File: src/rtl/fmt_map.svh
// Constants for the format command link: opcodes, CDB fields, codes and defaults
`ifndef FMT_MAP_SVH
`define FMT_MAP_SVH

// Operation codes
`define FMT_OP_FORMAT 8'h04
`define FMT_OP_REQ_SENSE 8'h03
`define FMT_OP_INQUIRY 8'h12

// Descriptor block and parameter header lengths (last byte index)
`define FMT_CDB_LAST 3'h5
`define FMT_HDR_LAST 3'h3
`define FMT_HDR_LIST 3'h4

// Descriptor byte 1 field positions
`define FMT_B1_PFS_MSB 7
`define FMT_B1_PFS_LSB 6
`define FMT_B1_LONG 5
`define FMT_B1_PDF 4
`define FMT_B1_REPL 3
`define FMT_B1_DFMT_MSB 2
`define FMT_B1_DFMT_LSB 0

// Descriptor byte 4 fast format field
`define FMT_B4_FAST_MSB 1
`define FMT_B4_FAST_LSB 0

// Defect descriptor formats
`define FMT_DFMT_BLOCK 3'h0
`define FMT_DFMT_BFI 3'h4
`define FMT_DFMT_PHYS 3'h5

// Fast format modes
`define FMT_FAST_FULL 2'h0
`define FMT_FAST_SIZE 2'h1
`define FMT_FAST_NOINIT 2'h2
`define FMT_FAST_RSVD 2'h3

// Parameter header byte 1 option bits and the value assumed without a header
`define FMT_OPT_PLD 6
`define FMT_OPT_CERT 5
`define FMT_OPT_STOP 4
`define FMT_OPT_IP 3
`define FMT_OPT_DSP 2
`define FMT_OPT_IMMED 1
`define FMT_OPT_DEFAULT 8'h30

// Status bytes
`define FMT_STS_GOOD 8'h00
`define FMT_STS_CHECK 8'h02

// Sense as {key[3:0], code[7:0], qualifier[7:0]}
`define FMT_SNS_OK 20'h00000
`define FMT_SNS_INV_CDB 20'h52400
`define FMT_SNS_FAST_COMBO 20'h52409
`define FMT_SNS_INV_OPC 20'h52000
`define FMT_SNS_FMT_BUSY 20'h20404
`define FMT_SNS_FMT_FAIL 20'h33100
`define FMT_SNS_HARD_ERR 20'h31100
`define FMT_UEC_HARD_ERR 16'hF7A7

// Block lengths
`define FMT_BLEN_512 24'h000200
`define FMT_BLEN_4096 24'h001000

`endif

File: src/rtl/fmt_pkg.sv
// Types shared by both ends of the format command link
package fmt_pkg;

  typedef enum logic [2:0] {
    ST_IDLE = 3'b001,
    ST_DATA = 3'b010,
    ST_RUN = 3'b100
  } dev_state_e;

  typedef enum logic [3:0] {
    H_IDLE = 4'b0001,
    H_CDB = 4'b0010,
    H_WAIT = 4'b0100,
    H_OUT = 4'b1000
  } host_state_e;

  typedef logic [19:0] sense_t;

endpackage

File: src/rtl/fmt_link_if.sv
// Byte link between the initiator end and the drive end
`timescale 1ns/1ps
interface fmt_link_if;
  logic cmd_valid; // Descriptor byte strobe
  logic [7:0] cmd_byte; // Descriptor byte
  logic dout_valid; // Data-out byte strobe
  logic [7:0] dout_byte; // Data-out byte
  logic xfer_rdy; // Drive asks for data-out
  logic sts_valid; // Status strobe
  logic [7:0] sts; // Status byte
  fmt_pkg::sense_t sense; // Sense key, code, qualifier

  modport dev (
    input cmd_valid, cmd_byte, dout_valid, dout_byte,
    output xfer_rdy, sts_valid, sts, sense
  );
  modport host (
    output cmd_valid, cmd_byte, dout_valid, dout_byte,
    input xfer_rdy, sts_valid, sts, sense
  );
endinterface

File: src/rtl/fmt_device.sv
// Drive end: format command decoder, validator and engine launcher
// Behaviour
// - Multi-byte fields arrive most significant byte first
// - Opcode 04h selects format command decode
// - Initiator fills byte 1, long header zero
// - Data follows bit set means data-out follows
// - Without data-out, use fixed default option values
// - Replace set: drop grown list, adopt host list
// - Replace clear: keep grown list, merge host list
// - Host defect list accepted only during data-out
// - With data-out, accept descriptor formats 100b, 101b only
// - No data but nonzero format: invalid field
// - Use latest mode-select length, else previous
// - Initiator should send mode select first
// - Mode 00b: defect management and full initialize
// - Mode 01b: compatible size change only
// - Mode 01b rejects replace or nonzero list
// - After 5/24/09 initiator discards grown list first
// - 512 to 4K partial blocks become hard errors
// - Mode 10b: defect management, no initialize
// - While formatting only sense and inquiry succeed
// - Header: options byte 1, length bytes 2-3
`timescale 1ns/1ps
`include "fmt_map.svh"
module fmt_device #(
  parameter logic [23:0] DEF_BLOCK_LEN = `FMT_BLEN_512
) (
  input wire logic i_mclk, // 40 MHz clock
  input wire logic i_resetn, // Async reset, active low
  fmt_link_if.dev lnk, // Link to the initiator
  input wire logic i_ms_valid, // Mode select block length strobe
  input wire logic [23:0] i_ms_block_len, // Mode select block length
  input wire logic i_eng_done, // Engine finished, one-cycle pulse
  input wire logic i_eng_fail, // Engine failed, with done
  output logic o_eng_start, // Launch engine, one-cycle pulse
  output logic [1:0] o_fast_mode, // Fast format mode
  output logic o_init_media, // Initialize whole medium
  output logic o_replace_grown, // Drop grown list before format
  output logic [2:0] o_defect_fmt, // Defect descriptor format
  output logic [7:0] o_options, // Option bits of header byte 1
  output logic [23:0] o_block_len, // Block length to format with
  output logic o_mark_hard_err, // Mark partial 4K blocks as hard errors
  output logic o_dl_valid, // Host defect list byte strobe
  output logic [7:0] o_dl_byte, // Host defect list byte
  output logic o_formatting // Format in progress
);

  if (DEF_BLOCK_LEN == 24'h000000) begin : g_chk
    $error("fmt_device: DEF_BLOCK_LEN must be nonzero");
  end

  fmt_pkg::dev_state_e state_q, state_d;
  logic [7:0] cdb_q [0:4];
  logic [2:0] cnt_q;
  logic [2:0] hcnt_q;
  logic [7:0] len_hi_q;
  logic [15:0] rem_q;
  logic ms_valid_q;
  logic [23:0] ms_len_q;
  logic [23:0] saved_len_q;
  logic [23:0] blk_sel;
  logic done_pend_q, fail_q;
  fmt_pkg::sense_t sense_q;
  logic cdb_done, hdr_last, list_byte, list_last;
  logic [15:0] new_len;
  fmt_pkg::sense_t chk;
  logic rsp_go, rsp_chk, clr_sense, eng_go, go_data, consume, save_len;
  fmt_pkg::sense_t rsp_sense;

  // Only 4096 and its 512 emulation share a physical layout
  function automatic logic len_compat(input logic [23:0] a, input logic [23:0] b);
    len_compat = (a == b) ||
                 ((a == `FMT_BLEN_512 || a == `FMT_BLEN_4096) &&
                  (b == `FMT_BLEN_512 || b == `FMT_BLEN_4096));
  endfunction

  // Validate descriptor bytes 1 and 4; returns OK sense when legal
  function automatic fmt_pkg::sense_t cdb_check(input logic [7:0] b1, input logic [7:0] b4,
                                                input logic [23:0] nlen,
                                                input logic [23:0] clen);
    logic [2:0] df;
    logic [1:0] ff;
    logic [1:0] pfs;
    df = b1[`FMT_B1_DFMT_MSB:`FMT_B1_DFMT_LSB];
    ff = b4[`FMT_B4_FAST_MSB:`FMT_B4_FAST_LSB];
    pfs = b1[`FMT_B1_PFS_MSB:`FMT_B1_PFS_LSB];
    cdb_check = `FMT_SNS_OK;
    if (b1[`FMT_B1_LONG] || pfs == 2'h1 || ff == `FMT_FAST_RSVD) begin
      cdb_check = `FMT_SNS_INV_CDB;
    end else if (!b1[`FMT_B1_PDF] && df != `FMT_DFMT_BLOCK) begin
      cdb_check = `FMT_SNS_INV_CDB;
    end else if (b1[`FMT_B1_PDF] && df != `FMT_DFMT_BFI && df != `FMT_DFMT_PHYS) begin
      cdb_check = `FMT_SNS_INV_CDB;
    end else if (ff == `FMT_FAST_SIZE) begin
      if (pfs != 2'h0 || !len_compat(nlen, clen)) begin
        cdb_check = `FMT_SNS_INV_CDB;
      end else if (b1[`FMT_B1_REPL]) begin
        cdb_check = `FMT_SNS_FAST_COMBO;
      end
    end
  endfunction

  // Latest mode select wins, otherwise the length of the last good format
  assign blk_sel = ms_valid_q ? ms_len_q : saved_len_q;
  assign cdb_done = lnk.cmd_valid && cnt_q == `FMT_CDB_LAST;
  assign hdr_last = state_q == fmt_pkg::ST_DATA && lnk.dout_valid && hcnt_q == `FMT_HDR_LAST;
  assign list_byte = state_q == fmt_pkg::ST_DATA && lnk.dout_valid && hcnt_q == `FMT_HDR_LIST;
  assign list_last = list_byte && rem_q == 16'h0001;
  assign new_len = {len_hi_q, lnk.dout_byte};
  assign chk = cdb_check(cdb_q[1], cdb_q[4], blk_sel, saved_len_q);

  // Command decode and sequencing
  always_comb begin
    state_d = state_q;
    rsp_go = 1'b0;
    rsp_chk = 1'b0;
    rsp_sense = `FMT_SNS_OK;
    clr_sense = 1'b0;
    eng_go = 1'b0;
    go_data = 1'b0;
    consume = 1'b0;
    save_len = 1'b0;
    case (state_q)
      fmt_pkg::ST_IDLE: begin
        if (cdb_done) begin
          rsp_go = 1'b1;
          case (cdb_q[0])
            `FMT_OP_FORMAT: begin
              if (chk != `FMT_SNS_OK) begin
                rsp_chk = 1'b1;
                rsp_sense = chk;
              end else if (cdb_q[1][`FMT_B1_PDF]) begin
                rsp_go = 1'b0;
                go_data = 1'b1;
                state_d = fmt_pkg::ST_DATA;
              end else begin
                rsp_go = 1'b0;
                eng_go = 1'b1;
                state_d = fmt_pkg::ST_RUN;
              end
            end
            `FMT_OP_REQ_SENSE: begin
              rsp_sense = sense_q;
              clr_sense = 1'b1;
            end
            `FMT_OP_INQUIRY: rsp_sense = `FMT_SNS_OK;
            default: begin
              rsp_chk = 1'b1;
              rsp_sense = `FMT_SNS_INV_OPC;
            end
          endcase
        end
      end
      fmt_pkg::ST_DATA: begin
        if (hdr_last) begin
          if (o_fast_mode == `FMT_FAST_SIZE && new_len != 16'h0000) begin
            rsp_go = 1'b1;
            rsp_chk = 1'b1;
            rsp_sense = `FMT_SNS_FAST_COMBO;
            state_d = fmt_pkg::ST_IDLE;
          end else if (new_len == 16'h0000) begin
            eng_go = 1'b1;
            state_d = fmt_pkg::ST_RUN;
          end
        end else if (list_last) begin
          eng_go = 1'b1;
          state_d = fmt_pkg::ST_RUN;
        end
      end
      fmt_pkg::ST_RUN: begin
        if (cdb_done) begin
          rsp_go = 1'b1;
          rsp_chk = cdb_q[0] != `FMT_OP_REQ_SENSE && cdb_q[0] != `FMT_OP_INQUIRY;
          rsp_sense = (cdb_q[0] == `FMT_OP_INQUIRY) ? `FMT_SNS_OK : `FMT_SNS_FMT_BUSY;
        end else if (done_pend_q) begin
          rsp_go = 1'b1;
          rsp_chk = fail_q;
          rsp_sense = fail_q ? `FMT_SNS_FMT_FAIL : `FMT_SNS_OK;
          consume = 1'b1;
          save_len = !fail_q;
          state_d = fmt_pkg::ST_IDLE;
        end
      end
      default: state_d = fmt_pkg::ST_IDLE;
    endcase
  end

  // State register
  always_ff @(posedge i_mclk or negedge i_resetn) begin
    if (!i_resetn) begin
      state_q <= fmt_pkg::ST_IDLE;
    end else begin
      state_q <= state_d;
    end
  end

  // Descriptor capture; byte 5 is the control byte and is not kept
  always_ff @(posedge i_mclk or negedge i_resetn) begin
    if (!i_resetn) begin
      cnt_q <= 3'h0;
      for (int i = 0; i < 5; i++) begin
        cdb_q[i] <= 8'h00;
      end
    end else if (lnk.cmd_valid) begin
      cnt_q <= (cnt_q == `FMT_CDB_LAST) ? 3'h0 : cnt_q + 3'h1;
      if (cnt_q != `FMT_CDB_LAST) begin
        cdb_q[cnt_q] <= lnk.cmd_byte;
      end
    end
  end

  // Parameter header and host defect list intake
  always_ff @(posedge i_mclk or negedge i_resetn) begin
    if (!i_resetn) begin
      hcnt_q <= 3'h0;
      len_hi_q <= 8'h00;
      rem_q <= 16'h0000;
      o_options <= `FMT_OPT_DEFAULT;
      o_dl_valid <= 1'b0;
      o_dl_byte <= 8'h00;
    end else begin
      o_dl_valid <= list_byte;
      o_dl_byte <= lnk.dout_byte;
      if (go_data) begin
        hcnt_q <= 3'h0;
      end else if (state_q == fmt_pkg::ST_DATA && lnk.dout_valid && hcnt_q != `FMT_HDR_LIST) begin
        hcnt_q <= hcnt_q + 3'h1;
      end
      if (eng_go && state_q == fmt_pkg::ST_IDLE) begin
        o_options <= `FMT_OPT_DEFAULT;
      end else if (state_q == fmt_pkg::ST_DATA && lnk.dout_valid && hcnt_q == 3'h1) begin
        o_options <= lnk.dout_byte;
      end
      if (state_q == fmt_pkg::ST_DATA && lnk.dout_valid && hcnt_q == 3'h2) begin
        len_hi_q <= lnk.dout_byte;
      end
      if (hdr_last) begin
        rem_q <= new_len;
      end else if (list_byte) begin
        rem_q <= rem_q - 16'h0001;
      end
    end
  end

  // Format request fields, latched on every descriptor completed in idle, accepted or not
  always_ff @(posedge i_mclk or negedge i_resetn) begin
    if (!i_resetn) begin
      o_fast_mode <= `FMT_FAST_FULL;
      o_init_media <= 1'b0;
      o_replace_grown <= 1'b0;
      o_defect_fmt <= `FMT_DFMT_BLOCK;
      o_block_len <= DEF_BLOCK_LEN;
      o_mark_hard_err <= 1'b0;
      o_eng_start <= 1'b0;
      o_formatting <= 1'b0;
    end else begin
      o_eng_start <= eng_go;
      o_formatting <= state_d == fmt_pkg::ST_RUN;
      if (state_q == fmt_pkg::ST_IDLE && cdb_done) begin
        o_fast_mode <= cdb_q[4][`FMT_B4_FAST_MSB:`FMT_B4_FAST_LSB];
        // Only full mode writes the medium; mode 10b leaves it stale
        o_init_media <= cdb_q[4][`FMT_B4_FAST_MSB:`FMT_B4_FAST_LSB] == `FMT_FAST_FULL;
        o_replace_grown <= cdb_q[1][`FMT_B1_REPL];
        o_defect_fmt <= cdb_q[1][`FMT_B1_DFMT_MSB:`FMT_B1_DFMT_LSB];
        o_block_len <= blk_sel;
        o_mark_hard_err <= cdb_q[4][`FMT_B4_FAST_MSB:`FMT_B4_FAST_LSB] == `FMT_FAST_SIZE &&
                           saved_len_q == `FMT_BLEN_512 && blk_sel == `FMT_BLEN_4096;
      end
    end
  end

  // Block length memory: mode select since reset, else last good format
  always_ff @(posedge i_mclk or negedge i_resetn) begin
    if (!i_resetn) begin
      ms_valid_q <= 1'b0;
      ms_len_q <= DEF_BLOCK_LEN;
      saved_len_q <= DEF_BLOCK_LEN;
    end else begin
      if (i_ms_valid) begin
        ms_valid_q <= 1'b1;
        ms_len_q <= i_ms_block_len;
      end
      if (save_len) begin
        saved_len_q <= o_block_len;
      end
    end
  end

  // Engine completion is held until a cycle free of command answers
  always_ff @(posedge i_mclk or negedge i_resetn) begin
    if (!i_resetn) begin
      done_pend_q <= 1'b0;
      fail_q <= 1'b0;
    end else if (i_eng_done) begin
      done_pend_q <= 1'b1;
      fail_q <= i_eng_fail;
    end else if (consume) begin
      done_pend_q <= 1'b0;
    end
  end

  // Status, stored sense and data-out request
  always_ff @(posedge i_mclk or negedge i_resetn) begin
    if (!i_resetn) begin
      lnk.sts_valid <= 1'b0;
      lnk.sts <= `FMT_STS_GOOD;
      lnk.sense <= `FMT_SNS_OK;
      lnk.xfer_rdy <= 1'b0;
      sense_q <= `FMT_SNS_OK;
    end else begin
      lnk.sts_valid <= rsp_go;
      lnk.xfer_rdy <= go_data;
      if (rsp_go) begin
        lnk.sts <= rsp_chk ? `FMT_STS_CHECK : `FMT_STS_GOOD;
        lnk.sense <= rsp_sense;
      end
      if (rsp_go && rsp_chk && state_q != fmt_pkg::ST_RUN) begin
        sense_q <= rsp_sense;
      end else if (clr_sense) begin
        sense_q <= `FMT_SNS_OK;
      end
    end
  end

endmodule // fmt_device

File: src/flat_wrapper.sv
// flat-port wrapper written by rule: the top's interface ports become plain ports
module fmt_device_flat 
#(
  parameter logic [23:0] DEF_BLOCK_LEN = `FMT_BLEN_512
)
  (i_mclk, i_resetn, i_ms_valid, i_ms_block_len, i_eng_done, i_eng_fail, o_eng_start, o_fast_mode, o_init_media, o_replace_grown, o_defect_fmt, o_options, o_block_len, o_mark_hard_err, o_dl_valid, o_dl_byte, o_formatting, lnk_cmd_valid, lnk_cmd_byte, lnk_dout_valid, lnk_dout_byte, lnk_xfer_rdy, lnk_sts_valid, lnk_sts, lnk_sense);
  fmt_link_if lnk_i ();
  input wire logic i_mclk;
  input wire logic i_resetn;
  input wire logic i_ms_valid;
  input wire logic [23:0] i_ms_block_len;
  input wire logic i_eng_done;
  input wire logic i_eng_fail;
  output logic o_eng_start;
  output logic [1:0] o_fast_mode;
  output logic o_init_media;
  output logic o_replace_grown;
  output logic [2:0] o_defect_fmt;
  output logic [7:0] o_options;
  output logic [23:0] o_block_len;
  output logic o_mark_hard_err;
  output logic o_dl_valid;
  output logic [7:0] o_dl_byte;
  output logic o_formatting;
  input wire logic [$bits(lnk_i.cmd_valid)-1:0] lnk_cmd_valid;
  input wire logic [$bits(lnk_i.cmd_byte)-1:0] lnk_cmd_byte;
  input wire logic [$bits(lnk_i.dout_valid)-1:0] lnk_dout_valid;
  input wire logic [$bits(lnk_i.dout_byte)-1:0] lnk_dout_byte;
  output wire logic [$bits(lnk_i.xfer_rdy)-1:0] lnk_xfer_rdy;
  output wire logic [$bits(lnk_i.sts_valid)-1:0] lnk_sts_valid;
  output wire logic [$bits(lnk_i.sts)-1:0] lnk_sts;
  output wire logic [$bits(lnk_i.sense)-1:0] lnk_sense;
  assign lnk_i.cmd_valid = lnk_cmd_valid;
  assign lnk_i.cmd_byte = lnk_cmd_byte;
  assign lnk_i.dout_valid = lnk_dout_valid;
  assign lnk_i.dout_byte = lnk_dout_byte;
  assign lnk_xfer_rdy = lnk_i.xfer_rdy;
  assign lnk_sts_valid = lnk_i.sts_valid;
  assign lnk_sts = lnk_i.sts;
  assign lnk_sense = lnk_i.sense;
  fmt_device #(.DEF_BLOCK_LEN(DEF_BLOCK_LEN)) u_core (.i_mclk(i_mclk), .i_resetn(i_resetn), .lnk(lnk_i), .i_ms_valid(i_ms_valid), .i_ms_block_len(i_ms_block_len), .i_eng_done(i_eng_done), .i_eng_fail(i_eng_fail), .o_eng_start(o_eng_start), .o_fast_mode(o_fast_mode), .o_init_media(o_init_media), .o_replace_grown(o_replace_grown), .o_defect_fmt(o_defect_fmt), .o_options(o_options), .o_block_len(o_block_len), .o_mark_hard_err(o_mark_hard_err), .o_dl_valid(o_dl_valid), .o_dl_byte(o_dl_byte), .o_formatting(o_formatting));
endmodule
File: config.mk
export PLATFORM = sky130hd
export DESIGN_NAME = fmt_device_flat
export DESIGN_NICKNAME = d
export VERILOG_FILES = /design/src/rtl/fmt_pkg.sv /design/src/rtl/fmt_link_if.sv /design/src/rtl/fmt_device.sv /design/src/flat_wrapper.sv
export VERILOG_INCLUDE_DIRS = /design/src /design/src/rtl
export SDC_FILE = /design/constraint.sdc
export NUM_CORES = 1
export LEC_CHECK = 0
export ABC_AREA = 1
export BUFFER_PORTS_ARGS = -buffer_cell sky130_fd_sc_hd__buf_4
export CAP_MARGIN = 20
export CORE_AREA = 2 2 155 157
export CTS_BUF_LIST = sky130_fd_sc_hd__clkbuf_4
export CTS_CLUSTER_DIAMETER = 100
export CTS_CLUSTER_SIZE = 8
export DETAILED_ROUTE_END_ITERATION = 8
export DIE_AREA = 0 0 157 159
export GPL_ROUTABILITY_DRIVEN = 0
export HOLD_SLACK_MARGIN = 0.06
export SLEW_MARGIN = 10
export SYNTH_ARGS = -nofsm -noshare
export SYNTH_HDL_FRONTEND = slang
export SYNTH_SLANG_ARGS = --single-unit
export TNS_END_PERCENT = 1
File: constraint.sdc
create_clock -name i_mclk -period 2.2 [get_ports i_mclk]
set_input_delay 0.44 -clock i_mclk [delete_from_list [all_inputs] [get_ports i_mclk]]
set_output_delay 0.44 -clock i_mclk [all_outputs]
set_load 0.02 [all_outputs]
==> impl_metrics.env <==
export IMPL_vias=7928
export IMPL_synth_top_area_share_pct=51.7
export IMPL_powerDensity_nw_per_um2=931
export IMPL_cp_start_kind="flip-flop"
export IMPL_ys_types=42
export IMPL_fin_crit_sh_pct=105
export IMPL_yosysMostFrequentCell="nand2_1"
export IMPL_synth_seq_cells=196
export IMPL_dpl_hpwl_mm=16.5
export IMPL_irDropWorstVdd_mv=0.464
export IMPL_cpMaxStageDelayCell="dfrtp_2"
export IMPL_relSlewSlack_pct=66.3
export IMPL_placed_cells=1578
export IMPL_cts_buffer_depth=2
export IMPL_drv_cap=0
export IMPL_grt_remaining_overflow=0
export IMPL_setup_viol=37
export IMPL_core_um2=23200
export IMPL_die_area_um2=25000
export IMPL_path_clk_slew_ps=190
export IMPL_syn_inst=1106
export IMPL_critPathKind="reg -> reg"
export IMPL_yosysTopAreaCell="dfrtp_1"
export IMPL_io_buffers=120
export IMPL_synth_edff_count=0
export IMPL_die_x_um=157
export IMPL_fillers=2214
export IMPL_finalSetupTns_ps=-1960
export IMPL_yosys_top_cells_area="dfrtp_1, nand2_1, inv_1"
export IMPL_fin_ws_ps=-115
export IMPL_clock_skew_ps=38.4
export IMPL_ctsRootBufferMaster="clkbuf_4"
export IMPL_start_util_pct=39.6
export IMPL_synth_ff_type="dfrtp_1"
export IMPL_r2r_slack_ps=-110
export IMPL_hold_viol=0
export IMPL_leakagePower_nw=6.16
export IMPL_wl_mm=23.5
export IMPL_cts_sinks=196
export IMPL_drive_gt1_share_pct=22.6
export IMPL_slew_viol_final=0
export IMPL_numCtsBuffers=17
export IMPL_critPathArrivalTime_ps=2880
export IMPL_yosys_top_cells_count="nand2_1, dfrtp_1, inv_1"
export IMPL_hold_class="in -> reg"
export IMPL_grt_pass1_wl_mm=38.6
export IMPL_ys_seq_area_share_pct=53.5
export IMPL_worstPathCellList="buf_12 -> buf_12 -> nand3_1 -> nand2_1 -> nor2_1 -> nand2_1 -> nor2_2 -> nand3_2 -> nand2_4 -> nand2_4 -> nand2_4 -> nand2_4 -> nor2_4 -> nand2_1 -> nand2_1 -> nand3_2 -> buf_4"
export IMPL_drt_iter0_markers=483
export IMPL_ant_nets=0
export IMPL_worst_skew_pair_late_latency_ps=620
export IMPL_cts_tree="built"
export IMPL_cp_max_fo=16
export IMPL_final_core_util_pct=51.4
export IMPL_final_cells=1658
export IMPL_run_status="finished with violations"
export IMPL_area_growth_syn_to_layout_pct=29.8
export IMPL_ys_warn_count=0
export IMPL_cp_end_kind="flip-flop"
export IMPL_grtUsageTotal_pct=19.4
export IMPL_firstDrtPassIters=5
export IMPL_min_period_ps=2310
export IMPL_core_rowCount=56
export IMPL_grt_max_degree=59
export IMPL_wl_per_cell_um=14.2
export IMPL_antenna_found_initial=1
export IMPL_cpPeakStageDelay_ps=470
export IMPL_syn_cell_area_um2=9190
export IMPL_rsz0062_at_grt="true"
export IMPL_detail_route_vias_per_cell=4.78
export IMPL_die_h_um=159
export IMPL_violations="setup timing"
export IMPL_ioPinCount=128
export IMPL_async_reset_ff_share_pct=100
export IMPL_tightest_slew_ps=505
export IMPL_drc=0
export IMPL_grt_pass1_vias=7584
export IMPL_nets=1375
export IMPL_fmax_mhz=432
export IMPL_htree_levels=4
export IMPL_crit_required_ps=2770
export IMPL_syn_mean_instance_area_um2=8.31
-- path summary, 6_finish.rpt --
check,start,endpoint,cells past startpoint
min,i_ms_block_len[12],u_core.ms_len_q[12]$_DFFE_PN0P_,3
max,u_core.ms_valid_q$_DFFE_PN0P_,u_core.state_q[0]$_DFF_PN1_,17
max in group asynchronous,i_resetn,u_core.ms_len_q[9]$_DFFE_PN1P_,3
min in group asynchronous,i_resetn,u_core.o_block_len[21]$_DFFE_PN0P_,2
min reg2reg,u_core.cnt_q[0]$_DFFE_PN0P_,u_core.cnt_q[0]$_DFFE_PN0P_,1
max reg2reg,u_core.ms_valid_q$_DFFE_PN0P_,u_core.state_q[0]$_DFF_PN1_,17
-- worst max-delay path, delay by kind of cell, from the launching register on --
family | cells | cell delay, ps
flops | 1 | 470
simple gates | 14 | 1360
buf+inv | 3 | 450
-- kinds of logic after synthesis --
kind of cell,count (synthesis),synth area share (%)
adders and majority gates,7,0.953
AOI/OAI and AO/OA,172,10.4
xor gates and xnor gates,13,1.24
DFF,196,53.5
other,1,0.0408
muxes,3,0.368
and+or+nand+nor,531,25.1
buffers and inverters,183,8.46
-- cells in the final DEF (no fill, tap or decap), types with 9 or more instances in the layout --
cell and n:
nand3_1 94, nand2_2 14, buf_12 9, a21oi_1 31
nand2_1 263, dlygate4sd3_1 36, nor2_1 97, buf_4 182
nor2_4 14, xor2_1 9, o21ai_0 93, o211ai_1 14
inv_1 136, dfrtp_1 189, clkbuf_4 17
-- layer usage --
metal	track usage [%]	up-vias	wire length (µm)
met4	3.92	0	231
li1	-	3982	-
met3	3.73	17	839
met1	27.6	3789	11400
met5	0	-	0
met2	30.8	140	11100
-- cell type report --
class / count / area [µm²] / share of cell area [%]
multi-input combinational: 734 / 3720 / 31.2
tap: 319 / 399 / 3.35
clock inverter: 15 / 214 / 1.79
sequential: 196 / 4910 / 41.2
antenna: 5 / 12.5 / 0.105
timing repair buffer: 235 / 2020 / 16.9
inverter: 137 / 527 / 4.42
clock buffer: 17 / 128 / 1.07
-- power breakdown --
group          switching [W]  internal (W)
clock                0.00154      0.000586
combinational        0.00222       0.00152
sequential          0.000707       0.00453
total                0.00447       0.00663
-- flip-flops by register name (all words and copies together), names as in the netlist, 16 cells and up --
signal	flops
u_core.lnk.sense	20
u_core.o_block_len	24
u_core.ms_len_q	24
u_core.saved_len_q	24
u_core.sense_q	20
u_core.rem_q	16
u_core.cdb_q	18
-- through the flow --
stage                     worst slack (ps)  cell area, µm²  hold WS, ps  total power (W)
after floorplan                        143            9210          144          0.00739
after global placement                -264           10900          437          0.00883
after detailed placement              -339           10900          438          0.00888
after CTS                             -137           11700         60.7           0.0112
after global routing                  -294           11900         61.7           0.0119
final                                 -115           11900         91.0           0.0111
-- what timing repair did --
| item | CTS | global route |
|---|---|---|
| buffers inserted | 3 | 2 |
| hold buffers | 36 | 0 |
| hold endpoints to repair | 84 | 0 |
| gates cloned | 1 | 1 |
| pin swaps | 12 | 19 |
| resized for setup | 34 | 42 |
| endpoints found under the setup margin | 62 | 68 |
No activity file was read; power rests on OpenSTA's default activity.
